==> src/hdl/qio_pkg.sv <==
// constants and types of the quadrature interpolator output block
package qio_pkg;
  // angle word and rotation
  localparam int ANGLE_W = 12;
  localparam int EDGE_W = 13;
  localparam int FACTOR_W = 11;
  // configuration addresses
  localparam logic [7:0] ADDR_RES = 8'h06;
  localparam logic [7:0] ADDR_INDEX_POSITION_SETTING = 8'h07;
  localparam logic [7:0] ADDR_HYS_AB = 8'h08;
  localparam logic [7:0] ADDR_POS_LO = 8'h20;
  localparam logic [7:0] ADDR_POS_HI = 8'h21;
  // field positions inside the shared hysteresis/polarity register
  localparam int HYS_LSB = 6;
  localparam int AB_LSB = 0;
  // values after reset
  localparam logic [7:0] RES_RST = 8'h00;
  localparam logic [7:0] INDEX_POSITION_SETTING_RST = 8'h00;
  localparam logic [1:0] HYS_RST = 2'h0;
  localparam logic [1:0] AB_RST = 2'h0;
  // resolution codes
  localparam logic [7:0] RES_LIN_MAX = 8'h7F;
  localparam logic [7:0] RES_256 = 8'h80;
  localparam logic [7:0] RES_512 = 8'h81;
  localparam logic [7:0] RES_1024 = 8'h82;
  localparam logic [10:0] FACTOR_256 = 11'h100;
  localparam logic [10:0] FACTOR_512 = 11'h200;
  localparam logic [10:0] FACTOR_1024 = 11'h400;
  // hysteresis of code 0 in angle steps (0.17 deg of 4096 steps/turn)
  localparam logic [11:0] HYS_BASE = 12'h002;
  // index setting step in angle steps (1.4 deg = 16 of 4096)
  localparam int INDEX_POSITION_SETTING_SHIFT = 4;
  // fifo in the angle path
  localparam int FIFO_DEPTH = 16;
  // converter states, gray along init -> load -> run
  typedef enum logic [1:0] {
    ST_INIT = 2'b00,
    ST_LOAD = 2'b01,
    ST_RUN = 2'b11
  } qio_state_e;
endpackage

==> src/hdl/qio_stream_if.sv <==
// valid/ready word stream between the block's own modules
interface qio_stream_if #(parameter int W = 12);
  logic valid;
  logic ready;
  logic [W-1:0] data;
  modport src (output valid, output data, input ready);
  modport snk (input valid, input data, output ready);
endinterface

==> src/hdl/qio_quad_out.sv <==
// angle to A/B/Z quadrature converter with hysteresis and config registers
module qio_quad_out
  import qio_pkg::*;
#(
  parameter int ANGLE_BITS = ANGLE_W,
  parameter int BUF_DEPTH = FIFO_DEPTH
)
(
  input wire logic clock,
  input wire logic nrst,
  input wire logic [ANGLE_BITS-1:0] angle_data,
  input wire logic angle_valid,
  output logic angle_ready,
  input wire logic cfg_wr_en,
  input wire logic cfg_rd_en,
  input wire logic [7:0] cfg_addr,
  input wire logic [7:0] cfg_wdata,
  output logic [7:0] cfg_rdata,
  output logic quad_a,
  output logic quad_b,
  output logic quad_z
);

  // the scaling arithmetic assumes 4096 steps per turn
  if (ANGLE_BITS != ANGLE_W)
    $error("qio_quad_out: ANGLE_BITS must be 12");

  // the angle fifo wraps its pointers, so only powers of two work
  if (BUF_DEPTH < 2 || (1 << $clog2(BUF_DEPTH)) != BUF_DEPTH)
    $error("qio_quad_out: BUF_DEPTH must be a power of two >= 2");

  //////////////////////////////////////////////////////////////////////////
  // decoding functions

  // resolution code to interpolation factor; zero marks a code not served
  function automatic logic [FACTOR_W-1:0] factor_of(input logic [7:0] code);
    logic [FACTOR_W-1:0] f;
    f = '0;
    if (code <= RES_LIN_MAX)
      f = FACTOR_W'(code) + FACTOR_W'(1);
    else if (code == RES_256)
      f = FACTOR_256;
    else if (code == RES_512)
      f = FACTOR_512;
    else if (code == RES_1024)
      f = FACTOR_1024;
    return f;
  endfunction

  // hysteresis code to angle steps: 2, 4, 8, 16 of 4096
  function automatic logic [ANGLE_W-1:0] hys_of(input logic [1:0] code);
    return HYS_BASE << code;
  endfunction

  // map an angle (0..4095) onto the edge count of the present resolution
  function automatic logic [ANGLE_W-1:0] scale_of(
    input logic [ANGLE_W-1:0] ang,
    input logic [EDGE_W-1:0] edges
  );
    logic [ANGLE_W+EDGE_W-1:0] prod;
    prod = (ANGLE_W+EDGE_W)'(ang) * (ANGLE_W+EDGE_W)'(edges);
    return prod[2*ANGLE_W-1:ANGLE_W];
  endfunction

  //////////////////////////////////////////////////////////////////////////
  // angle buffer

  qio_stream_if #(.W(ANGLE_W)) in_s ();
  qio_stream_if #(.W(ANGLE_W)) out_s ();

  assign in_s.valid = angle_valid;
  assign in_s.data = angle_data;

  qio_fifo #(.W(ANGLE_W), .DEPTH(BUF_DEPTH)) u_fifo (
    .clock(clock),
    .nrst(nrst),
    .push(in_s),
    .pop(out_s)
  );

  // ready is the fifo's registered not-full flag
  assign angle_ready = in_s.ready;

  //////////////////////////////////////////////////////////////////////////
  // configuration registers

  logic [7:0] res_q;
  logic [7:0] index_position_setting_q;
  logic [1:0] hys_q;
  logic [1:0] ab_q;
  logic [7:0] rdata_q;
  logic [7:0] rdata_d;

  wire wr_res = cfg_wr_en && (cfg_addr == ADDR_RES);
  wire wr_index_position_setting = cfg_wr_en && (cfg_addr == ADDR_INDEX_POSITION_SETTING);
  wire wr_hys_ab = cfg_wr_en && (cfg_addr == ADDR_HYS_AB);
  // an unserved resolution code is dropped, the old setting stays
  wire res_ok = (factor_of(cfg_wdata) != '0);
  // only a real change restarts the converter
  wire res_change = wr_res && res_ok && (cfg_wdata != res_q);

  // register writes
  always_ff @(posedge clock or negedge nrst)
  begin
    if (!nrst)
    begin
      res_q <= RES_RST;
      index_position_setting_q <= INDEX_POSITION_SETTING_RST;
      hys_q <= HYS_RST;
      ab_q <= AB_RST;
    end
    else
    begin
      if (wr_res && res_ok)
        res_q <= cfg_wdata;
      if (wr_index_position_setting)
        index_position_setting_q <= cfg_wdata;
      if (wr_hys_ab)
      begin
        hys_q <= cfg_wdata[HYS_LSB+1:HYS_LSB];
        ab_q <= cfg_wdata[AB_LSB+1:AB_LSB];
      end
    end
  end

  //////////////////////////////////////////////////////////////////////////
  // derived settings

  wire [FACTOR_W-1:0] factor = factor_of(res_q);
  wire [EDGE_W-1:0] edges = {factor, 2'b00};
  wire [EDGE_W-1:0] edges_half = {1'b0, edges[EDGE_W-1:1]};
  wire [ANGLE_W-1:0] hys = hys_of(hys_q);
  // index step of 1.4 degrees is 16 angle steps
  wire [ANGLE_W-1:0] zang = {index_position_setting_q, {INDEX_POSITION_SETTING_SHIFT{1'b0}}};
  wire [ANGLE_W-1:0] zraw = scale_of(zang, edges);
  // index sits on the quadrature state with A and B high
  // index uses only its own setting, no commutation zero
  wire [ANGLE_W-1:0] zidx = {zraw[ANGLE_W-1:2], 2'b00};

  //////////////////////////////////////////////////////////////////////////
  // tracked position with hysteresis

  qio_state_e state_q;
  qio_state_e state_d;
  logic [ANGLE_W-1:0] pos_q;
  logic [ANGLE_W-1:0] pos_d;
  logic [ANGLE_W-1:0] cnt_q;
  logic [ANGLE_W-1:0] cnt_d;

  wire [ANGLE_W-1:0] cand = out_s.data;
  wire [ANGLE_W-1:0] cand_hys = cand + hys;
  // modular signed distances; wrap through zero is handled for free
  wire [ANGLE_W-1:0] diff_up = cand - pos_q;
  wire [ANGLE_W-1:0] diff_dn = cand_hys - pos_q;
  wire move_up = !diff_up[ANGLE_W-1] && (diff_up != '0);
  wire move_dn = diff_dn[ANGLE_W-1];

  // target edge count and stepping toward it
  wire [ANGLE_W-1:0] tgt = scale_of(pos_q, edges);
  wire at_tgt = (cnt_q == tgt);
  wire [EDGE_W-1:0] fwd_dist = (tgt >= cnt_q) ?
    EDGE_W'(tgt) - EDGE_W'(cnt_q) :
    EDGE_W'(tgt) + edges - EDGE_W'(cnt_q);
  wire step_up = (fwd_dist <= edges_half);
  wire cnt_top = (EDGE_W'(cnt_q) == edges - EDGE_W'(1));
  wire [ANGLE_W-1:0] cnt_up = cnt_top ? '0 : cnt_q + ANGLE_W'(1);
  wire [ANGLE_W-1:0] cnt_dn = (cnt_q == '0) ?
    ANGLE_W'(edges - EDGE_W'(1)) : cnt_q - ANGLE_W'(1);

  // a sample is taken only once the previous one is fully stepped out,
  // so the fifo fills while the edge generator is busy
  wire take = out_s.valid && ((state_q == ST_INIT) ||
    ((state_q == ST_RUN) && at_tgt));
  assign out_s.ready = (state_q == ST_INIT) ||
    ((state_q == ST_RUN) && at_tgt);

  // next state, position and edge count
  always_comb
  begin
    state_d = state_q;
    pos_d = pos_q;
    cnt_d = cnt_q;
    case (state_q)
      ST_INIT:
      begin
        if (take)
        begin
          pos_d = cand;
          state_d = ST_LOAD;
        end
      end
      ST_LOAD:
      begin
        // absolute position reloaded without emitting edges
        cnt_d = tgt;
        state_d = ST_RUN;
      end
      ST_RUN:
      begin
        if (take)
        begin
          // forward edges fall on the plain angle every time
          if (move_up)
            pos_d = cand;
          // backward only past the hysteresis, shifted by it
          else if (move_dn)
            pos_d = cand_hys;
        end
        // one step per clock keeps edges on the even grid
        else if (!at_tgt)
          cnt_d = step_up ? cnt_up : cnt_dn;
      end
      default:
        state_d = ST_INIT;
    endcase
    // a resolution change restarts the converter
    if (res_change)
      state_d = ST_INIT;
  end

  // converter state
  always_ff @(posedge clock or negedge nrst)
  begin
    if (!nrst)
    begin
      state_q <= ST_INIT;
      pos_q <= '0;
      cnt_q <= '0;
    end
    else
    begin
      state_q <= state_d;
      pos_q <= pos_d;
      cnt_q <= cnt_d;
    end
  end

  //////////////////////////////////////////////////////////////////////////
  // quadrature outputs

  // count bits 00,01,10,11 give AB = 11,01,00,10; A leads going up
  wire raw_a = ~(cnt_q[1] ^ cnt_q[0]);
  wire raw_b = ~cnt_q[1];
  wire [1:0] raw_ab = {raw_a, raw_b};
  wire out_z = (cnt_q == zidx);
  wire run = (state_q == ST_RUN);

  // each lane keeps its last running level while the position reloads;
  // polarity is applied after the hold, so a polarity write reaches
  // the pins even before the first angle word arrives
  for (genvar i = 0; i < 2; i++)
  begin : g_lane
    logic held_q;
    logic pin_q;
    wire lvl = run ? raw_ab[i] : held_q;
    always_ff @(posedge clock or negedge nrst)
    begin
      if (!nrst)
      begin
        held_q <= 1'b1;
        pin_q <= 1'b1;
      end
      else
      begin
        held_q <= lvl;
        pin_q <= lvl ^ ab_q[i];
      end
    end
  end

  // lane 1 is A, lane 0 is B
  assign quad_a = g_lane[1].pin_q;
  assign quad_b = g_lane[0].pin_q;

  // index holds with the lanes while the position is being reloaded
  always_ff @(posedge clock or negedge nrst)
  begin
    if (!nrst)
      quad_z <= 1'b1;
    else if (run)
      quad_z <= out_z;
  end

  //////////////////////////////////////////////////////////////////////////
  // register read back

  // read mux; unmapped addresses read zero
  always_comb
  begin
    rdata_d = '0;
    case (cfg_addr)
      ADDR_RES:
        rdata_d = res_q;
      ADDR_INDEX_POSITION_SETTING:
        rdata_d = index_position_setting_q;
      ADDR_HYS_AB:
      begin
        rdata_d[HYS_LSB+1:HYS_LSB] = hys_q;
        rdata_d[AB_LSB+1:AB_LSB] = ab_q;
      end
      ADDR_POS_LO:
        rdata_d = cnt_q[7:0];
      ADDR_POS_HI:
        rdata_d = {state_q == ST_RUN, 3'b000, cnt_q[11:8]};
      default:
        rdata_d = '0;
    endcase
  end

  // read data held until the next read strobe
  always_ff @(posedge clock or negedge nrst)
  begin
    if (!nrst)
      rdata_q <= '0;
    else if (cfg_rd_en)
      rdata_q <= rdata_d;
  end

  assign cfg_rdata = rdata_q;
endmodule

==> src/hdl/qio_fifo.sv <==
// synchronous fifo with registered room and empty flags
module qio_fifo
  import qio_pkg::*;
#(
  parameter int W = 12,
  parameter int DEPTH = 16
)
(
  input wire logic clock,
  input wire logic nrst,
  qio_stream_if.snk push,
  qio_stream_if.src pop
);
  localparam int AW = $clog2(DEPTH);

  // depth must be a power of two for the wrapping pointers
  if (DEPTH < 2 || (1 << AW) != DEPTH)
    $error("qio_fifo: DEPTH must be a power of two >= 2");

  logic [W-1:0] mem [DEPTH];
  logic [AW-1:0] wp_q;
  logic [AW-1:0] rp_q;
  logic [AW:0] cnt_q;
  // room is kept as its own flop so ready leaves the block undecoded
  logic room_q;
  logic empty_q;
  wire do_push = push.valid && room_q;
  wire do_pop = pop.ready && !empty_q;
  wire [AW:0] cnt_d = cnt_q + (AW+1)'(do_push) - (AW+1)'(do_pop);

  assign push.ready = room_q;
  assign pop.valid = !empty_q;
  assign pop.data = mem[rp_q];

  // storage has no reset; only pointers, count and flags need defined values
  always_ff @(posedge clock)
  begin
    if (do_push)
      mem[wp_q] <= push.data;
  end

  // pointers and flags, flags registered so ready comes from a flop
  always_ff @(posedge clock or negedge nrst)
  begin
    if (!nrst)
    begin
      wp_q <= '0;
      rp_q <= '0;
      cnt_q <= '0;
      room_q <= 1'b1;
      empty_q <= 1'b1;
    end
    else
    begin
      wp_q <= wp_q + AW'(do_push);
      rp_q <= rp_q + AW'(do_pop);
      cnt_q <= cnt_d;
      room_q <= (cnt_d != (AW+1)'(DEPTH));
      empty_q <= (cnt_d == '0);
    end
  end
endmodule

==> config.mk <==
export PLATFORM = sky130hd
export DESIGN_NAME = qio_quad_out
export DESIGN_NICKNAME = d
export VERILOG_FILES = /design/src/hdl/qio_pkg.sv /design/src/hdl/qio_stream_if.sv /design/src/hdl/qio_quad_out.sv /design/src/hdl/qio_fifo.sv
export SDC_FILE = /design/constraint.sdc
export NUM_CORES = 1
export LEC_CHECK = 0
export BUFFER_PORTS_ARGS = -buffer_cell sky130_fd_sc_hd__buf_2
export CORE_MARGIN = 5
export CORE_UTILIZATION = 51
export DETAILED_ROUTE_END_ITERATION = 7
export GPL_ROUTABILITY_DRIVEN = 0
export PLACE_DENSITY = 0.66
export REMOVE_ABC_BUFFERS = 1
export SETUP_SLACK_MARGIN = 0.5
export SLEW_MARGIN = 20
export SYNTH_ARGS = -nofsm -noshare
export SYNTH_HDL_FRONTEND = slang
export SYNTH_SLANG_ARGS = --single-unit
==> constraint.sdc <==
create_clock -name clock -period 13.6 [get_ports clock]
set_input_delay 1.36 -clock clock [delete_from_list [all_inputs] [get_ports clock]]
set_output_delay 1.36 -clock clock [all_outputs]
set_load 0.05 [all_outputs]
==> load_flow_metrics.sql <==
INSERT INTO impl_metrics (metric_group, metric, value, unit) VALUES
('yosys', 'synth_warnings', '0', ''),
('setup_path', 'library_cell_contributing_the_largest_single_delay_on_the_critical_path', 'sky130_fd_sc_hd__nor2_1', ''),
('yosys', 'synth_top_family_by_area', 'adder cells', ''),
('global_routing', 'grt_antenna_before_repair', '1', ''),
('finish', 'multi_input_area', '12900', 'sq um'),
('clock_network', 'number_of_clock_sinks', '266', ''),
('global_routing', 'globalRouteMet3Util', '3.12', '%'),
('yosys', 'seq_area_frac_synth', '34.7', '%'),
('sta', 'timing.final.crit_period', '11.96', 'ns'),
('routing', 'detailedRoute.firstIterationViolations', '1306', ''),
('yosys', 'synth_fa_ha_area_share', '23.7', '%'),
('yosys', 'netlist_top_cells_count', 'sky130_fd_sc_hd__inv_1, sky130_fd_sc_hd__edfxtp_1, sky130_fd_sc_hd__nand2_1', ''),
('floorplan', 'start_util', '51.3', '%'),
('yosys', 'postSynth.asyncResetShare', '27.8', '%'),
('yosys', 'synth_top_cells_by_area', 'sky130_fd_sc_hd__edfxtp_1, sky130_fd_sc_hd__fa_1, sky130_fd_sc_hd__ha_1', ''),
('power', 'power_switching_share', '43.4', '%'),
('power', 'ir_drop', '0.152', 'mV'),
('outcome', 'status', 'completed', ''),
('finish', 'fin_nets', '2434', ''),
('placed_design', 'placed_area', '22700', 'sq um'),
('setup_path', 'crit_path_max_fanout', '18', ''),
('routing', 'drt_first_pass_iters', '5', ''),
('yosys', 'netlist.top_cell.by_area', 'sky130_fd_sc_hd__edfxtp_1', ''),
('sta', 'worst_pin_slew', '1.09', 'ns'),
('clock_network', 'path_clk_slew', '0.07', 'ns'),
('yosys', 'synth_xor_area_share', '4.38', '%'),
('sta', 'post-route-worst-setup-slack', '1.64', 'ns'),
('clock_network', 'cts-root-to-sink-buffers', '3', ''),
('routing', 'wire_per_inst', '21.3', 'microns'),
('sta', 'slew_hr', '27.5', '%'),
('floorplan', 'floorplan.rows', '76', ''),
('setup_path', 'timing_worst_setup_path_type', 'flop to flop', ''),
('power', 'design_power', '4.20', 'mW'),
('global_routing', 'grt_max_degree', '59', ''),
('routing', 'detailroute.via_count', '15900', ''),
('global_routing', 'use_met1', '31.8', '%'),
('global_routing', 'grt_pass1_wl', '90900', 'microns'),
('setup_path', 'crit-reg2reg-launch', 'res_q[2]$_DFFE_PN0P_', ''),
('clock_network', 'insertion_delay', '0.56', 'ns'),
('floorplan', 'design.die.area', '47400', 'sq um'),
('placed_design', 'dp.final_hpwl', '41900', 'microns'),
('yosys', 'synthCells', '2076', ''),
('min_path', 'min-delay-start', 'quad_z$_DFFE_PN1P_', ''),
('global_routing', 'grt.overflow.total', '0', ''),
('sta', 'whs', '0.488', 'ns'),
('clock_network', 'postCtsSetupRepairBufs', '0', ''),
('yosys', 'synth_most_common_cell', 'sky130_fd_sc_hd__inv_1', ''),
('min_path', 'hold_path_class', 'flop to flop', ''),
('global_routing', 'total_global_route_track_usage', '24.2', '%'),
('yosys', 'synth-main-ff-cell', 'sky130_fd_sc_hd__edfxtp_1', ''),
('clock_network', 'clock_tree.root_cell', 'sky130_fd_sc_hd__clkbuf_16', ''),
('global_routing', 'first_global_vias', '16400', ''),
('finish', 'final-seq-area', '7630', 'sq um'),
('yosys', 'post_synthesis_mean_instance_area', '10.6', 'sq um'),
('setup_path', 'cpPeakStageDelay', '0.78', 'ns'),
('power', 'power_density', '177', 'nW/um^2'),
('finish', 'area_growth', '7.71', '%'),
('sta', 'final-setup-viol-count', '0', ''),
('power', 'p_clk_share', '19.3', '%'),
('yosys', 'synthDominantCellAreaShare', '26.2', '%'),
('yosys', 'synth-edff-count', '192', ''),
('power', 'power.sequential.fraction', '29.3', '%'),
('power', 'power.internal', '2.38', 'mW'),
('sta', 'finalCritPeriodShare', '88.0', '%'),
('global_routing', 'globalRoute.busiestLayer', 'met2', ''),
('yosys', 'muxShareOfSynthArea', '7.47', '%'),
('yosys', 'mappedNetlistArea', '22000', 'sq um'),
('floorplan', 'die_w', '218', 'microns'),
('power', 'leakagePower', '10.1', 'nW'),
('yosys', 'synth-simple-area-share', '12.8', '%'),
('run', 'max_cap_viols', '0', '');
area by class of cell:
| cell class | instances | share of cell area (%) |
|---|---|---|
| clock buffers | 30 | 2.90 |
| inverters | 279 | 4.42 |
| well taps | 585 | 3.09 |
| clock inverters | 20 | 1.21 |
| flip-flops and latches | 266 | 32.2 |
| multi-input cells | 1440 | 54.6 |
| repair buffers | 64 | 1.57 |
placed cells by master, fill, tap and decap left out, types with 10 or more instances in the layout:
cell                        count
sky130_fd_sc_hd__mux4_2        26
sky130_fd_sc_hd__nand2_1      173
sky130_fd_sc_hd__xor2_1        30
sky130_fd_sc_hd__nor2b_1       21
sky130_fd_sc_hd__ha_1         169
sky130_fd_sc_hd__xnor2_1       68
sky130_fd_sc_hd__and2_1        79
sky130_fd_sc_hd__a21o_1        24
sky130_fd_sc_hd__mux4_1        11
sky130_fd_sc_hd__buf_4         21
sky130_fd_sc_hd__nor2_1       127
sky130_fd_sc_hd__a221oi_1      19
sky130_fd_sc_hd__a21oi_1       72
sky130_fd_sc_hd__mux2i_1       41
sky130_fd_sc_hd__buf_2         43
sky130_fd_sc_hd__dfrtp_1       66
sky130_fd_sc_hd__mux2_2        24
sky130_fd_sc_hd__clkbuf_16     27
sky130_fd_sc_hd__and3_1        21
sky130_fd_sc_hd__inv_1        274
sky130_fd_sc_hd__edfxtp_1     192
sky130_fd_sc_hd__fa_1         154
sky130_fd_sc_hd__nor3_1        25
sky130_fd_sc_hd__a31oi_1       14
sky130_fd_sc_hd__nor2_2        10
sky130_fd_sc_hd__o21ai_0       69
sky130_fd_sc_hd__o31ai_1       10
sky130_fd_sc_hd__a211oi_1      10
sky130_fd_sc_hd__o21a_1        15
sky130_fd_sc_hd__nand3_1       28
sky130_fd_sc_hd__nand4_1       16
sky130_fd_sc_hd__a22oi_1       15
sky130_fd_sc_hd__nor4_1        17
power groups by stage:
stage / registers [mW] / clock network, mW / logic (mW)
6_report: 1.23 / 0.812 / 2.15
5_1_grt: 1.25 / 0.864 / 2.39
4_1_cts: 1.23 / 0.824 / 2.14
2_1_floorplan: 1.20 / 0 / 1.56
3_3_place_gp: 1.24 / 0 / 2.08
3_5_place_dp: 1.24 / 0 / 2.13
flip-flops by register name, indices dropped and copies added, names as in the netlist, 2 cells and up:
signal	flops
pos_q	12
u_fifo.rp_q	4
u_fifo.mem	192
ab_q	2
cnt_q	12
u_fifo.wp_q	4
g_lane.held_q	2
index_position_setting_q	8
state_q	2
res_q	8
u_fifo.cnt_q	5
cfg_rdata	8
hys_q	2
final timing paths:
path | end | slack [ns] | cells past startpoint
max in group asynchronous | u_fifo.rp_q[0]$_DFF_PN0_ | 11.80 | 2
setup reg to reg | cnt_q[9]$_DFFE_PN0P_ | 1.64 | 37
min in group asynchronous | cfg_rdata[1]$_DFFE_PN0P_ | 0.65 | 1
hold / removal | quad_z$_DFFE_PN1P_ | 0.49 | 2
hold reg to reg | quad_z$_DFFE_PN1P_ | 0.49 | 2
setup / recovery | cnt_q[9]$_DFFE_PN0P_ | 1.64 | 37
cells by family after synthesis:
| logic type | after synthesis |
|---|---|
| simple gates | 573 |
| buf+inv | 370 |
| compound gates | 334 |
| fa+ha+maj | 324 |
| flops | 266 |
| mux | 107 |
| xor+xnor | 102 |
through the flow:
stage	instances	util, %
CTS	2684	55.3
finish	2684	55.3
detailed placement	2634	53.0
global route	2684	55.3
floorplan	1985	-
global placement	2634	53.0
critical path, delay by kind of cell (launching register included):
family                   cells  cell delay, ns
flip-flops                   1            0.49
buffers and inverters        4            0.53
XOR/XNOR                     1            0.40
AND/OR/NAND/NOR             13            4.41
AO/OA/AOI/OAI               11            2.39
adder cells (fa/ha/maj)      8            3.62
layer usage:
layer  part of all wire (%)  up-vias
met3                    6.4      143
met5                  0.021        -
li1                       -     7224
met2                     49      646
met4                    3.6        2
met1                     41     7865
Power figures use the tool's default switching activity.
